File: src/verilog/gpio_strap_pkg.sv
package gpio_strap_pkg;

	localparam int GPIO_WIDTH          = 16;
	localparam int STRAP_WIDTH         = 13;
	localparam int SLAVE_ADDR_WIDTH    = 4;

	// Strap pin positions
	localparam int POS_SLAVE_ADDR_LO   = 0;
	localparam int POS_EEPROM_LOAD_DIS = 4;
	localparam int POS_EEPROM_ADDR_SEL = 5;
	localparam int POS_ADDR_MODE       = 6;
	localparam int POS_RX_SWAP         = 7;
	localparam int POS_TX_SWAP         = 8;
	localparam int POS_HOST_ROLE       = 9;
	localparam int POS_BASE_ID         = 10;
	localparam int POS_REFCLK_LO       = 11;

	// Fixed-function output pins and first software-driven pin
	localparam int POS_ECC_OUT         = 0;
	localparam int POS_LINK_DOWN_OUT   = 1;
	localparam int POS_IRQ_OUT         = 2;
	localparam int POS_SW_LO           = 3;

	// Stability window after reset release
	localparam int STRAP_HOLD_CYCLES   = 4000;
	localparam logic [11:0] HOLD_LAST  = 12'(STRAP_HOLD_CYCLES - 1);

	// EEPROM address upper bits and default low bits
	localparam logic [4:0] EEPROM_ADDR_HI = 5'h14;
	localparam logic [1:0] EEPROM_ADDR_LO_DEFAULT = 2'h0;

	// Slave address upper bits (neutral value)
	localparam logic [2:0] SLAVE_ADDR_HI_DEFAULT = 3'h5;

	// Reset values
	localparam logic [15:0] GPIO_DIR_RST  = 16'h0000;
	localparam logic [12:0] STRAP_RST     = 13'h0000;

	typedef enum logic [1:0] {
		REF_RESERVED = 2'h0,
		REF_156M25   = 2'h1,
		REF_100M     = 2'h2,
		REF_125M     = 2'h3
	} refclk_sel_t;

	typedef enum {
		ST_RESET,
		ST_WINDOW,
		ST_RUN
	} cap_state_t;

	// Fabric rate support mask: bit0 1.25, bit1 2.5, bit2 3.125, bit3 5 Gbaud
	function automatic logic [3:0] fabric_rates(input logic [1:0] sel);
		unique case (sel)
			REF_100M:             fabric_rates = 4'hb;
			REF_125M, REF_156M25: fabric_rates = 4'hf;
			default:              fabric_rates = 4'h0;
		endcase
	endfunction

endpackage

File: src/verilog/strap_sync_if.sv
`timescale 1ns/100ps
interface strap_sync_if;
	logic [15:0] pin_raw;
	logic [15:0] pin_sync;
	modport sync_side (input pin_raw, output pin_sync);
	modport user_side (output pin_raw, input pin_sync);
endinterface

File: src/verilog/pin_sync.sv
`timescale 1ns/100ps
module pin_sync
	import gpio_strap_pkg::*;
(
	input  wire logic          ref_clk,
	input  wire logic          rst,
	strap_sync_if.sync_side    sif
);
	logic [15:0] meta_ff;
	logic [15:0] sync_ff;

	always_ff @(posedge ref_clk) begin
		if (rst) begin
			meta_ff <= 16'h0000;
			sync_ff <= 16'h0000;
		end else begin
			meta_ff <= sif.pin_raw;
			sync_ff <= meta_ff;
		end
	end

	assign sif.pin_sync = sync_ff;
endmodule // pin_sync

File: src/verilog/gpio_and_strap_capture.sv
`timescale 1ns/100ps
////////////////////////////////////////////////////////////////////////////////
// Contract
// RULE_01: Each of 16 pins individually configurable as input or output.
// RULE_02: Pin 0 output is high while any unit reports uncorrectable ECC error.
// RULE_03: Pin 1 output is high while PCIe is not data-link-active.
// RULE_04: Pin 2 output is high while any interrupt source is active.
// RULE_05: Pins 3 to 15 as outputs drive software-programmed values.
// RULE_06: Outside party holds straps on pins 0-12 for 4000 cycles after reset.
// RULE_07: Strap levels ignored once reset processing completes.
// RULE_08: Straps decoded from fixed pin positions at reset.
// RULE_09: Clock mode strap high selects common clock, low non-common.
// RULE_10: Refclk strap 11=125, 10=100, 01=156.25 MHz, 00 reserved.
// RULE_11: 100 MHz excludes 3.125 Gbaud; PCIe 2.5 and 5 always supported. The code clears pcie_rate_mask when the refclk strap is 00 (reserved).
// RULE_12: Load disable strap 1 skips EEPROM boot load, 0 performs it.
// RULE_13: With loading on, address mode 0 one byte, 1 two bytes.
// RULE_14: With loading off, address mode picks root complex or I2C master.
// RULE_15: Slave address strap bits form low bits of own 7-bit address.
// RULE_16: EEPROM address built from slave strap bits and address select.
// RULE_17: Software may overwrite strapped slave address after reset.
// RULE_18: EEPROM address 10100 plus strap bits 1:0 or 00; overridable.
// RULE_19: Device reset returns all logic and captured straps to reset state.
// RULE_20: Straps latched at window end, held until next reset.
// RULE_21: Pins left undriven during reset and capture window.
module gpio_and_strap_capture
	import gpio_strap_pkg::*;
#(
	parameter int HOLD_CYCLES = STRAP_HOLD_CYCLES
)(
	input  wire logic        ref_clk,
	input  wire logic        rst,
	input  wire logic [15:0] gpio_in,
	output logic      [15:0] gpio_out,
	output logic      [15:0] gpio_oe,
	input  wire logic [15:0] gpio_dir,
	input  wire logic [15:0] gpio_sw_data,
	input  wire logic        clock_mode_strap,
	input  wire logic        ecc_err_block_dma_unit,
	input  wire logic        ecc_err_messaging_unit,
	input  wire logic        ecc_err_pcie_to_fabric_map_unit,
	input  wire logic        ecc_err_fabric_to_pcie_map_unit,
	input  wire logic        ecc_err_fabric_mac_nondata,
	input  wire logic        pcie_dl_active,
	input  wire logic        irq_active,
	input  wire logic        slave_addr_wr,
	input  wire logic [6:0]  slave_addr_wdata,
	input  wire logic        eeprom_addr_wr,
	input  wire logic [6:0]  eeprom_addr_wdata,
	output logic             straps_valid,
	output logic [3:0]       slave_addr_strap,
	output logic             eeprom_load_disable,
	output logic             eeprom_addr_sel,
	output logic             eeprom_addr_mode_strap,
	output logic             rx_lane_swap_strap,
	output logic             tx_lane_swap_strap,
	output logic             host_role_strap,
	output logic             base_id_strap,
	output logic [1:0]       refclk_freq_strap,
	output logic             refclk_reserved,
	output logic             pcie_common_clock,
	output logic [3:0]       fabric_rate_mask,
	output logic [1:0]       pcie_rate_mask,
	output logic             eeprom_boot_en,
	output logic             eeprom_two_byte_addr,
	output logic             boot_by_i2c_master,
	output logic             boot_by_root_complex,
	output logic [6:0]       i2c_slave_addr,
	output logic [6:0]       eeprom_dev_addr
);
	if (HOLD_CYCLES < 1 || HOLD_CYCLES > 4096) begin : g_hold_check
		$error("HOLD_CYCLES out of range");
	end

	////////////////////////////////////////////////////////////////////////////
	// Pin synchroniser
	strap_sync_if sif ();
	assign sif.pin_raw = gpio_in;

	pin_sync u_sync (
		.ref_clk (ref_clk),
		.rst     (rst),
		.sif     (sif)
	);

	////////////////////////////////////////////////////////////////////////////
	// Clock mode strap synchroniser
	logic clock_mode_meta_ff;
	logic clock_mode_sync_ff;

	always_ff @(posedge ref_clk) begin
		if (rst) begin
			clock_mode_meta_ff <= 1'b0;
			clock_mode_sync_ff <= 1'b0;
		end else begin
			clock_mode_meta_ff <= clock_mode_strap;
			clock_mode_sync_ff <= clock_mode_meta_ff;
		end
	end

	////////////////////////////////////////////////////////////////////////////
	// Capture window sequencer
	cap_state_t  state_ff;
	logic [11:0] cnt_ff;
	localparam logic [11:0] LAST = 12'(HOLD_CYCLES - 1);

	always_ff @(posedge ref_clk) begin
		if (rst) begin // RULE_19
			state_ff <= ST_RESET;
			cnt_ff   <= 12'h000;
		end else begin
			unique case (state_ff)
				ST_RESET: begin
					state_ff <= ST_WINDOW;
					cnt_ff   <= 12'h000;
				end
				ST_WINDOW: begin
					if (cnt_ff == LAST) begin
						state_ff <= ST_RUN;
					end else begin
						cnt_ff <= cnt_ff + 12'h001;
					end
				end
				ST_RUN: begin
					state_ff <= ST_RUN; // RULE_07
				end
			endcase
		end
	end

	wire capture_now = (state_ff == ST_WINDOW) && (cnt_ff == LAST);

	////////////////////////////////////////////////////////////////////////////
	// Strap holding registers
	logic [12:0] strap_ff;
	logic        clock_mode_ff;
	logic        valid_ff;

	always_ff @(posedge ref_clk) begin
		if (rst) begin // RULE_19
			strap_ff      <= STRAP_RST;
			clock_mode_ff <= 1'b0;
			valid_ff      <= 1'b0;
		end else if (capture_now) begin // RULE_20
			strap_ff      <= sif.pin_sync[12:0]; // RULE_08
			clock_mode_ff <= clock_mode_sync_ff;
			valid_ff      <= 1'b1;
		end
	end

	////////////////////////////////////////////////////////////////////////////
	// Decoded strap outputs
	always_ff @(posedge ref_clk) begin
		if (rst) begin
			straps_valid           <= 1'b0;
			slave_addr_strap       <= 4'h0;
			eeprom_load_disable    <= 1'b0;
			eeprom_addr_sel        <= 1'b0;
			eeprom_addr_mode_strap <= 1'b0;
			rx_lane_swap_strap     <= 1'b0;
			tx_lane_swap_strap     <= 1'b0;
			host_role_strap        <= 1'b0;
			base_id_strap          <= 1'b0;
			refclk_freq_strap      <= 2'h0;
			refclk_reserved        <= 1'b0;
			pcie_common_clock      <= 1'b0;
			fabric_rate_mask       <= 4'h0;
			pcie_rate_mask         <= 2'h0;
			eeprom_boot_en         <= 1'b0;
			eeprom_two_byte_addr   <= 1'b0;
			boot_by_i2c_master     <= 1'b0;
			boot_by_root_complex   <= 1'b0;
		end else begin
			straps_valid           <= valid_ff;
			slave_addr_strap       <= strap_ff[POS_SLAVE_ADDR_LO +: 4]; // RULE_08
			eeprom_load_disable    <= strap_ff[POS_EEPROM_LOAD_DIS];
			eeprom_addr_sel        <= strap_ff[POS_EEPROM_ADDR_SEL];
			eeprom_addr_mode_strap <= strap_ff[POS_ADDR_MODE];
			rx_lane_swap_strap     <= strap_ff[POS_RX_SWAP];
			tx_lane_swap_strap     <= strap_ff[POS_TX_SWAP];
			host_role_strap        <= strap_ff[POS_HOST_ROLE];
			base_id_strap          <= strap_ff[POS_BASE_ID];
			refclk_freq_strap      <= strap_ff[POS_REFCLK_LO +: 2];
			refclk_reserved        <= valid_ff &&
				(strap_ff[POS_REFCLK_LO +: 2] == REF_RESERVED); // RULE_10
			pcie_common_clock      <= clock_mode_ff; // RULE_09
			fabric_rate_mask       <= valid_ff ?
				fabric_rates(strap_ff[POS_REFCLK_LO +: 2]) : 4'h0; // RULE_11
			pcie_rate_mask         <= (valid_ff &&
				(strap_ff[POS_REFCLK_LO +: 2] != REF_RESERVED)) ? 2'h3 : 2'h0; // RULE_11
			eeprom_boot_en         <= valid_ff && !strap_ff[POS_EEPROM_LOAD_DIS]; // RULE_12
			eeprom_two_byte_addr   <= !strap_ff[POS_EEPROM_LOAD_DIS] &&
				strap_ff[POS_ADDR_MODE]; // RULE_13
			boot_by_i2c_master     <= valid_ff && strap_ff[POS_EEPROM_LOAD_DIS] &&
				strap_ff[POS_ADDR_MODE]; // RULE_14
			boot_by_root_complex   <= valid_ff && strap_ff[POS_EEPROM_LOAD_DIS] &&
				!strap_ff[POS_ADDR_MODE]; // RULE_14
		end
	end

	////////////////////////////////////////////////////////////////////////////
	// I2C addresses with software override
	always_ff @(posedge ref_clk) begin
		if (rst) begin
			i2c_slave_addr <= 7'h00;
		end else if (valid_ff && slave_addr_wr) begin
			i2c_slave_addr <= slave_addr_wdata; // RULE_17
		end else if (capture_now) begin
			i2c_slave_addr <= {SLAVE_ADDR_HI_DEFAULT, sif.pin_sync[3:0]}; // RULE_15
		end
	end

	always_ff @(posedge ref_clk) begin
		if (rst) begin
			eeprom_dev_addr <= 7'h00;
		end else if (valid_ff && eeprom_addr_wr) begin
			eeprom_dev_addr <= eeprom_addr_wdata; // RULE_18
		end else if (capture_now) begin
			eeprom_dev_addr <= {EEPROM_ADDR_HI, sif.pin_sync[POS_EEPROM_ADDR_SEL] ?
				sif.pin_sync[1:0] : EEPROM_ADDR_LO_DEFAULT}; // RULE_16 RULE_18
		end
	end

	////////////////////////////////////////////////////////////////////////////
	// GPIO output drive
	logic [15:0] nxt_gpio_out;
	always_comb begin
		nxt_gpio_out = gpio_sw_data; // RULE_05
		nxt_gpio_out[POS_ECC_OUT] = ecc_err_block_dma_unit | ecc_err_messaging_unit |
			ecc_err_pcie_to_fabric_map_unit | ecc_err_fabric_to_pcie_map_unit |
			ecc_err_fabric_mac_nondata; // RULE_02
		nxt_gpio_out[POS_LINK_DOWN_OUT] = !pcie_dl_active; // RULE_03
		nxt_gpio_out[POS_IRQ_OUT] = irq_active; // RULE_04
	end

	always_ff @(posedge ref_clk) begin
		if (rst) begin
			gpio_out <= 16'h0000;
			gpio_oe  <= GPIO_DIR_RST;
		end else begin
			gpio_out <= nxt_gpio_out;
			gpio_oe  <= valid_ff ? gpio_dir : GPIO_DIR_RST; // RULE_01 RULE_21
		end
	end

	////////////////////////////////////////////////////////////////////////////
	// Assertions on pin drive
	logic ecc_any_err;
	assign ecc_any_err = ecc_err_block_dma_unit | ecc_err_messaging_unit |
		ecc_err_pcie_to_fabric_map_unit | ecc_err_fabric_to_pcie_map_unit |
		ecc_err_fabric_mac_nondata;

	a_window_no_drive: assert property ( // RULE_21
		@(posedge ref_clk) disable iff (rst) !valid_ff |=> gpio_oe == 16'h0000)
		else $error("pin driven in window");
	a_dir_follows: assert property ( // RULE_01
		@(posedge ref_clk) disable iff (rst) valid_ff |=> gpio_oe == $past(gpio_dir))
		else $error("oe not from dir");
	a_ecc_pin: assert property ( // RULE_02
		@(posedge ref_clk) disable iff (rst) ecc_err_messaging_unit |=> gpio_out[0])
		else $error("ecc pin low");
	a_ecc_any: assert property ( // RULE_02
		@(posedge ref_clk) disable iff (rst) ecc_any_err |=> gpio_out[POS_ECC_OUT])
		else $error("ecc pin low on any unit");
	a_ecc_clear: assert property ( // RULE_02
		@(posedge ref_clk) disable iff (rst) !ecc_any_err |=> !gpio_out[POS_ECC_OUT])
		else $error("ecc pin high without error");
	a_link_pin: assert property ( // RULE_03
		@(posedge ref_clk) disable iff (rst) 1'b1 |=> gpio_out[1] == !$past(pcie_dl_active))
		else $error("link pin wrong");
	a_irq_pin: assert property ( // RULE_04
		@(posedge ref_clk) disable iff (rst) 1'b1 |=> gpio_out[2] == $past(irq_active))
		else $error("irq pin wrong");
	a_sw_pins: assert property ( // RULE_05
		@(posedge ref_clk) disable iff (rst) 1'b1 |=> gpio_out[15:3] == $past(gpio_sw_data[15:3]))
		else $error("sw pins");

	// Assertions on the capture sequence
	a_reset_quiet: assert property ( // RULE_19
		@(posedge ref_clk) rst |=> gpio_oe == 16'h0000 && !straps_valid && !valid_ff)
		else $error("reset left state");
	a_reset_release: assert property ( // RULE_19
		@(posedge ref_clk) disable iff (rst) $fell(rst) |-> state_ff == ST_RESET && cnt_ff == 12'h000)
		else $error("sequencer not reset");
	a_window_count: assert property ( // RULE_20
		@(posedge ref_clk) disable iff (rst) state_ff == ST_WINDOW && cnt_ff != LAST
		|=> cnt_ff == $past(cnt_ff) + 12'h001) else $error("window count skipped");
	a_capture_time: assert property ( // RULE_20
		@(posedge ref_clk) disable iff (rst) $rose(valid_ff) |-> cnt_ff == LAST)
		else $error("capture time");
	a_capture_once: assert property ( // RULE_07
		@(posedge ref_clk) disable iff (rst) capture_now |=> !capture_now)
		else $error("second capture");
	a_valid_sticky: assert property ( // RULE_20
		@(posedge ref_clk) disable iff (rst) valid_ff |=> valid_ff)
		else $error("valid dropped");
	a_run_hold: assert property ( // RULE_07
		@(posedge ref_clk) disable iff (rst) state_ff == ST_RUN |=> state_ff == ST_RUN)
		else $error("left run state");
	a_straps_frozen: assert property ( // RULE_07
		@(posedge ref_clk) disable iff (rst) valid_ff && $past(valid_ff) |-> $stable(strap_ff))
		else $error("strap moved");
	a_outputs_frozen: assert property ( // RULE_07
		@(posedge ref_clk) disable iff (rst) straps_valid && $past(straps_valid) |->
		$stable(slave_addr_strap) && $stable(refclk_freq_strap) && $stable(pcie_common_clock))
		else $error("strap output moved");

	// Assertions on decoded straps
	a_strap_fields: assert property ( // RULE_08
		@(posedge ref_clk) disable iff (rst) valid_ff |=>
		slave_addr_strap == strap_ff[POS_SLAVE_ADDR_LO +: 4] &&
		host_role_strap == strap_ff[POS_HOST_ROLE] && base_id_strap == strap_ff[POS_BASE_ID])
		else $error("strap field wrong");
	a_clock_mode: assert property ( // RULE_09
		@(posedge ref_clk) disable iff (rst) valid_ff |=> pcie_common_clock == clock_mode_ff)
		else $error("clock mode wrong");
	a_refclk_reserved: assert property ( // RULE_10
		@(posedge ref_clk) disable iff (rst)
		valid_ff && strap_ff[POS_REFCLK_LO +: 2] == REF_RESERVED |=> refclk_reserved)
		else $error("reserved refclk missed");
	a_rate_100: assert property ( // RULE_11
		@(posedge ref_clk) disable iff (rst)
		valid_ff && strap_ff[POS_REFCLK_LO +: 2] == REF_100M |=> fabric_rate_mask == 4'hb)
		else $error("fabric rates at 100 MHz");
	a_rate_pcie: assert property ( // RULE_11
		@(posedge ref_clk) disable iff (rst)
		valid_ff && strap_ff[POS_REFCLK_LO +: 2] != REF_RESERVED |=> pcie_rate_mask == 2'h3)
		else $error("pcie rates");
	a_boot_load: assert property ( // RULE_12
		@(posedge ref_clk) disable iff (rst)
		valid_ff |=> eeprom_boot_en == !strap_ff[POS_EEPROM_LOAD_DIS])
		else $error("boot load enable");
	a_boot_excl: assert property ( // RULE_12
		@(posedge ref_clk) disable iff (rst)
		!(eeprom_boot_en && (boot_by_i2c_master || boot_by_root_complex)))
		else $error("boot modes overlap");
	a_two_byte: assert property ( // RULE_13
		@(posedge ref_clk) disable iff (rst) valid_ff && !strap_ff[POS_EEPROM_LOAD_DIS]
		|=> eeprom_two_byte_addr == strap_ff[POS_ADDR_MODE]) else $error("address bytes");
	a_boot_pick: assert property ( // RULE_14
		@(posedge ref_clk) disable iff (rst) valid_ff && strap_ff[POS_EEPROM_LOAD_DIS] |=>
		boot_by_i2c_master == strap_ff[POS_ADDR_MODE] &&
		boot_by_root_complex == !strap_ff[POS_ADDR_MODE]) else $error("boot loader pick");

	// Assertions on addresses
	a_slave_capture: assert property ( // RULE_15
		@(posedge ref_clk) disable iff (rst) capture_now |=>
		i2c_slave_addr == {SLAVE_ADDR_HI_DEFAULT, strap_ff[POS_SLAVE_ADDR_LO +: 4]})
		else $error("slave addr capture");
	a_eeprom_lo: assert property ( // RULE_16
		@(posedge ref_clk) disable iff (rst) capture_now |=> eeprom_dev_addr[1:0] ==
		(strap_ff[POS_EEPROM_ADDR_SEL] ? strap_ff[1:0] : EEPROM_ADDR_LO_DEFAULT))
		else $error("eeprom low bits");
	a_eeprom_hi: assert property ( // RULE_18
		@(posedge ref_clk) disable iff (rst) capture_now |=> eeprom_dev_addr[6:2] == EEPROM_ADDR_HI)
		else $error("eeprom hi");
	a_slave_wr: assert property ( // RULE_17
		@(posedge ref_clk) disable iff (rst)
		valid_ff && slave_addr_wr |=> i2c_slave_addr == $past(slave_addr_wdata))
		else $error("slave write lost");
	a_slave_refused: assert property ( // RULE_17
		@(posedge ref_clk) disable iff (rst) !valid_ff && !capture_now |=> $stable(i2c_slave_addr))
		else $error("slave addr moved early");
	a_eeprom_wr: assert property ( // RULE_18
		@(posedge ref_clk) disable iff (rst)
		valid_ff && eeprom_addr_wr |=> eeprom_dev_addr == $past(eeprom_addr_wdata))
		else $error("eeprom write lost");
	a_eeprom_refused: assert property ( // RULE_18
		@(posedge ref_clk) disable iff (rst) !valid_ff && !capture_now |=> $stable(eeprom_dev_addr))
		else $error("eeprom addr moved early");

endmodule // gpio_and_strap_capture

File: config.mk
export PLATFORM = sky130hd
export DESIGN_NAME = gpio_and_strap_capture
export DESIGN_NICKNAME = d
export VERILOG_FILES = /design/src/verilog/gpio_strap_pkg.sv /design/src/verilog/strap_sync_if.sv /design/src/verilog/pin_sync.sv /design/src/verilog/gpio_and_strap_capture.sv
export SDC_FILE = /design/constraint.sdc
export NUM_CORES = 1
export LEC_CHECK = 0
export ABC_AREA = 1
export BUFFER_PORTS_ARGS = -buffer_cell sky130_fd_sc_hd__buf_2
export CORE_ASPECT_RATIO = 1.2
export CORE_MARGIN = 10
export CORE_UTILIZATION = 44
export DETAILED_ROUTE_END_ITERATION = 8
export PLACE_DENSITY = 0.81
export SKIP_CTS_REPAIR_TIMING = 1
export SLEW_MARGIN = 10
export SYNTH_ARGS = -nofsm -noshare
export SYNTH_HDL_FRONTEND = slang
export SYNTH_HIERARCHICAL = 1
export SYNTH_SLANG_ARGS = --single-unit
File: constraint.sdc
create_clock -name ref_clk -period 1.5 [get_ports ref_clk]
set_input_delay 0 -clock ref_clk [delete_from_list [all_inputs] [get_ports ref_clk]]
set_output_delay 0 -clock ref_clk [all_outputs]
set_load 0.01 [all_outputs]
==> flow_metrics.env, run 1 <==
export IMPL_critPathLaunchType="flop"
export IMPL_dieArea_mm2=0.0142
export IMPL_dp_hpwl_um=7620
export IMPL_multi_input_area_mm2=0.00149
export IMPL_io_pins=146
export IMPL_clk_pin_slew_ps=60
export IMPL_finalPower_w=0.00923
export IMPL_grt_start_max_net_pins=57
export IMPL_syn_area_mm2=0.00431
export IMPL_dp_cells=773
export IMPL_initial_core_util=0.450
export IMPL_antenna_left=0
export IMPL_synth_cells=517
export IMPL_clk_latency_ps=410
export IMPL_wl_per_cell_um=16.0
export IMPL_viasPerCell=4.79
export IMPL_arrival_ps=1890
export IMPL_ir_drop_v=0.00100
export IMPL_ys_warn_count=6
export IMPL_fin_worst_skew_ps=8.01
export IMPL_antenna_found_initial=0
export IMPL_htree_levels=4
export IMPL_core_mm2=0.00956
export IMPL_drive_above_1_share=0.336
export IMPL_whs_ps=-1.38
export IMPL_syn_area_per_cell_um2=8.33
export IMPL_stdcell_count=873
export IMPL_slew_headroom=0.612
export IMPL_power_density_mw_per_mm2=1370
export IMPL_numCtsBuffers=17
export IMPL_gp_congestion=0.843
export IMPL_area_growth_pct=56.9
export IMPL_status="finished with violations"
export IMPL_vias=4183
export IMPL_grt_pass1_vias=3606
export IMPL_drc_errors=0
export IMPL_required_ps=1820
export IMPL_fmax_mhz=636
export IMPL_leakage_nw=3.44
export IMPL_die_width_um=110
export IMPL_critPathMaxFanout=7
export IMPL_nets=815
export IMPL_cap_violations=0
export IMPL_fin_crit_ps=1570
export IMPL_grt_usage=0.148
export IMPL_crit_type="flop to flop"
export IMPL_dp_slack_ps=-16.7
export IMPL_overflow=0
export IMPL_violations="hold timing, setup timing"
export IMPL_postPlaceCellArea_mm2=0.00518
export IMPL_grt_first_pass_wirelength_um=16700
export IMPL_fin_crit_sh=1.05
export IMPL_hold_viol_final=1
export IMPL_clock_path_buffers=2
export IMPL_rsz0062_at_grt="true"
export IMPL_tightest_slew_ps=582
export IMPL_final_seq_area_mm2=0.00253
export IMPL_rows=39
export IMPL_firstDrtPassIters=8
export IMPL_drv_slew=0
export IMPL_totalWireLength_um=14000
export IMPL_io_buffers=139
export IMPL_syn_num_nets=594
export IMPL_setup_viol=10
export IMPL_fillers=646
export IMPL_clockRootBuffer="clkbuf_16"
export IMPL_drt_iter0_drc=334
export IMPL_tns_ps=-234
export IMPL_final_area_mm2=0.00676
export IMPL_die_h_um=128
export IMPL_diodes=0
export IMPL_end_kind="flop"
export IMPL_cts_tree="yes"
export IMPL_setup_ws_ps=-71.4
export IMPL_cts_sinks=126
export IMPL_min_path_type="input pin to flop"
## worst paths after layout
check | start | to | slack [ps] | depth (start not counted)
worst max-delay path | cnt_ff[1] | cnt_ff[4] | -70 | 9
worst min-delay path | eeprom_addr_wdata[1] | eeprom_dev_addr[1] | -1 | 5
worst max register to register | cnt_ff[1] | cnt_ff[4] | -70 | 9
worst min register to register | u_sync/meta_ff[2] | u_sync/sif.pin_sync[2] | 400 | 2
## per-layer routing
layer	track usage	vias up	wire length (um)
met5	0	-	0
met4	0.0765	0	520
met3	0.0485	46	1030
met2	0.251	222	7340
met1	0.159	1910	5090
li1	-	2005	-
## registers in the layout, summed over array words and instances (netlist names), 2 cells and up
name,flops
gpio_oe,16
u_sync/sif.pin_sync,13
eeprom_dev_addr,7
i2c_slave_addr,7
cnt_ff,12
state_ff,2
slave_addr_strap,4
u_sync/meta_ff,13
strap_ff,13
refclk_freq_strap,2
gpio_out,16
fabric_rate_mask,2
## critical path, stage by stage, from the launching register on
cell and delay, ps:
dfxtp_2 350, ha_4 150, nand2_4 80, nor2_8 180, buf_6 130, nand3_4 80, nand2_4 120, buf_12 130
nand3_4 70, a21oi_2 190
## through the flow
| step | hold slack [ps] | utilization |
|---|---|---|
| 3_5_place_dp | 160 | 0.541 |
| 6_report | -1.38 | 0.706 |
| 4_1_cts | -272 | 0.608 |
| 3_3_place_gp | 156 | 0.541 |
| 2_1_floorplan | 72.4 | - |
| 5_1_grt | 7.53 | 0.706 |
## placed cells by master, fill, tap and decap left out, types with 2 or more instances in the layout
master	instances
buf_2	140
dfxtp_1	119
inv_1	96
nor2_1	95
dlygate4sd3_1	56
nand2_1	50
a21oi_1	29
nand3_1	26
clkbuf_16	19
buf_4	17
a21oi_2	8
o21ai_0	8
o21ai_1	8
nand2_2	7
buf_6	7
nand2_4	6
dfxtp_2	6
bufinv_16	5
nor3_1	4
mux2_2	4
nor2_4	3
o21ai_2	3
clkinv_2	3
buf_12	3
or2_2	2
nand3_4	2
nor2_2	2
a21boi_2	2
nand4_4	2
nand2_8	2
ha_4	2
clkinv_4	2
clkbuf_1	2
## report_power, final
part           switching [W]  internal, W  total (W)
Clock                0.00144      0.00298    0.00441
Combinational       0.000693     0.000608    0.00130
Sequential         0.0000581      0.00346    0.00352
## area by class of cell
cell class,count,area share
Sequential cell,126,0.375
Inverter,96,0.0533
Timing Repair Buffer,225,0.234
Tap cell,123,0.0228
Clock buffer,20,0.0661
Clock inverter,11,0.0282
Multi-Input combinational cell,272,0.221
No activity file was read; power rests on OpenSTA's default activity.
==> run 2, diff against run 1 <==
--- a/config.mk
+++ b/config.mk
@@ -12,6 +12,7 @@
 export CORE_UTILIZATION = 44
 export DETAILED_ROUTE_END_ITERATION = 8
 export PLACE_DENSITY = 0.81
+export RECOVER_POWER = 50
 export SKIP_CTS_REPAIR_TIMING = 1
 export SLEW_MARGIN = 10
 export SYNTH_ARGS = -nofsm -noshare
==> flow_metrics.env, run 2 (synthesized netlist as in run 1, its figures left out) <==
export IMPL_htree_levels=4
export IMPL_end_kind="flop"
export IMPL_cap_violations=0
export IMPL_crit_path_end="cnt_ff[4]"
export IMPL_postPlaceCellArea_mm2=0.00518
export IMPL_grt_pass1_vias=3606
export IMPL_core_mm2=0.00956
export IMPL_wl_per_cell_um=16.1
export IMPL_cts_tree="yes"
export IMPL_clk_pin_slew_ps=60
export IMPL_cp_slowest_cell="dfxtp_2"
export IMPL_setup_ws_ps=-72.1
export IMPL_crit_type="flop to flop"
export IMPL_wl_met2_um=7380
export IMPL_fin_crit_sh=1.05
export IMPL_violations="setup timing"
export IMPL_grt_usage=0.148
export IMPL_crit_family="simple AND/OR/NAND/NOR gates"
export IMPL_fin_worst_skew_ps=6.24
export IMPL_rows=39
export IMPL_min_path_type="input pin to flop"
export IMPL_dp_hpwl_um=7620
export IMPL_fin_crit_ps=1570
export IMPL_initial_core_util=0.450
export IMPL_nets=815
export IMPL_overflow=0
export IMPL_critPathLaunchType="flop"
export IMPL_area_growth_pct=55.9
export IMPL_dp_slack_ps=-16.7
export IMPL_tns_ps=-183
export IMPL_clock_path_buffers=2
export IMPL_numCtsBuffers=17
export IMPL_cp_num_cells=9
export IMPL_ff2ff_path_depth=9
export IMPL_arrival_ps=1890
export IMPL_setup_viol=10
export IMPL_critPathMaxFanout=7
export IMPL_die_h_um=128
export IMPL_final_area_mm2=0.00671
export IMPL_grt_first_pass_wirelength_um=16700
export IMPL_viasPerCell=4.80
export IMPL_die_width_um=110
export IMPL_ir_drop_v=0.000998
export IMPL_final_cell_mix="dfxtp_1, buf_2, inv_1, nor2_1, dlygate4sd3_1"
export IMPL_path_cells="ha_4 -> nand2_4 -> nor2_8 -> buf_6 -> nand3_4 -> nand2_4 -> buf_12 -> nand3_4 -> a21oi_2"
export IMPL_rsz0062_at_grt="true"
export IMPL_critPathMaxStageDelay_ps=350
export IMPL_drt_iter0_drc=375
export IMPL_timing_rr_start="cnt_ff[1]"
export IMPL_fmax_mhz=636
export IMPL_tightest_slew_ps=591
export IMPL_slew_headroom=0.605
export IMPL_cts_sinks=126
export IMPL_wl_met1_um=5030
export IMPL_clk_latency_ps=410
export IMPL_reg_top3="gpio_oe (16), gpio_out (16)"
export IMPL_startpoint="cnt_ff[1]"
export IMPL_fillers=671
export IMPL_totalWireLength_um=14000
export IMPL_dp_cells=773
export IMPL_io_pins=146
export IMPL_drv_slew=0
export IMPL_required_ps=1820
export IMPL_rrSetupSlack_ps=-70
export IMPL_firstDrtPassIters=6
export IMPL_vias=4188
export IMPL_drc_errors=0
export IMPL_status="finished with violations"
export IMPL_clockRootBuffer="clkbuf_16"
export IMPL_gp_congestion=0.843
export IMPL_finalPower_w=0.00923
export IMPL_io_buffers=139
export IMPL_stdcell_count=873
export IMPL_min_from="eeprom_addr_wdata[1]"
export IMPL_antenna_found_initial=0
export IMPL_dieArea_mm2=0.0142
export IMPL_routed_top_layer="met4"
export IMPL_leakage_nw=3.30
export IMPL_drive_above_1_share=0.292
export IMPL_cp_num_buf_inv=2
export IMPL_r2r_end="cnt_ff[4]"
export IMPL_antenna_left=0
export IMPL_power_density_mw_per_mm2=1380
export IMPL_routed_wl_met3_um=1080
export IMPL_diodes=0
export IMPL_layout_commonest_cell="dfxtp_1"
export IMPL_grt_start_max_net_pins=57
export IMPL_hold_viol_final=0
-- run 2: cell types whose count changed in the layout (fill, tap and decap cells not counted) --
cell / delta
clkbuf_1: +33
buf_2: -33
-- run 2: tightest hold or removal path, cell delays in order --
cell	delay, ps
buf_2	100
nand2_1	60
nand2_1	80
nand2_4	80
a21oi_2	50
-- run 2: worst min-delay path by stage --
stage,depth (start not counted),slack (ps),to
2_1_floorplan,1,70,gpio_out[1]
3_3_place_gp,2,160,gpio_out[1]
3_5_place_dp,2,160,gpio_out[1]
4_1_cts,2,-270,gpio_out[1]
5_1_grt,5,8,eeprom_dev_addr[1]
6_report,5,2,eeprom_dev_addr[1]
-- run 2: layer usage --
layer / vias up / global-route usage
li1: 2004 / -
met1: 1913 / 0.159
met2: 222 / 0.251
met3: 49 / 0.0485
met4: 0 / 0.0765
met5: - / 0
-- run 2: report_power, final --
group	total (W)	switching [W]	internal, W
Clock	0.00441	0.00144	0.00298
Sequential	0.00352	0.0000585	0.00346
Combinational	0.00130	0.000698	0.000605
-- run 2: area by class of cell --
type	instances	area [um^2]	share of cell area
clock inverter	11	190	0.0283
multi-input combinational	272	1490	0.222
timing repair buffer	225	1540	0.229
tap	123	154	0.0229
clock buffer	20	447	0.0665
inverter	96	360	0.0537
sequential	126	2530	0.377
-- run 2: per-stage QoR --
stage	hold WS, ps	utilization
2_1_floorplan	72.4	-
3_3_place_gp	156	0.541
6_report	1.51	0.702
5_1_grt	7.53	0.702
3_5_place_dp	160	0.541
4_1_cts	-272	0.608
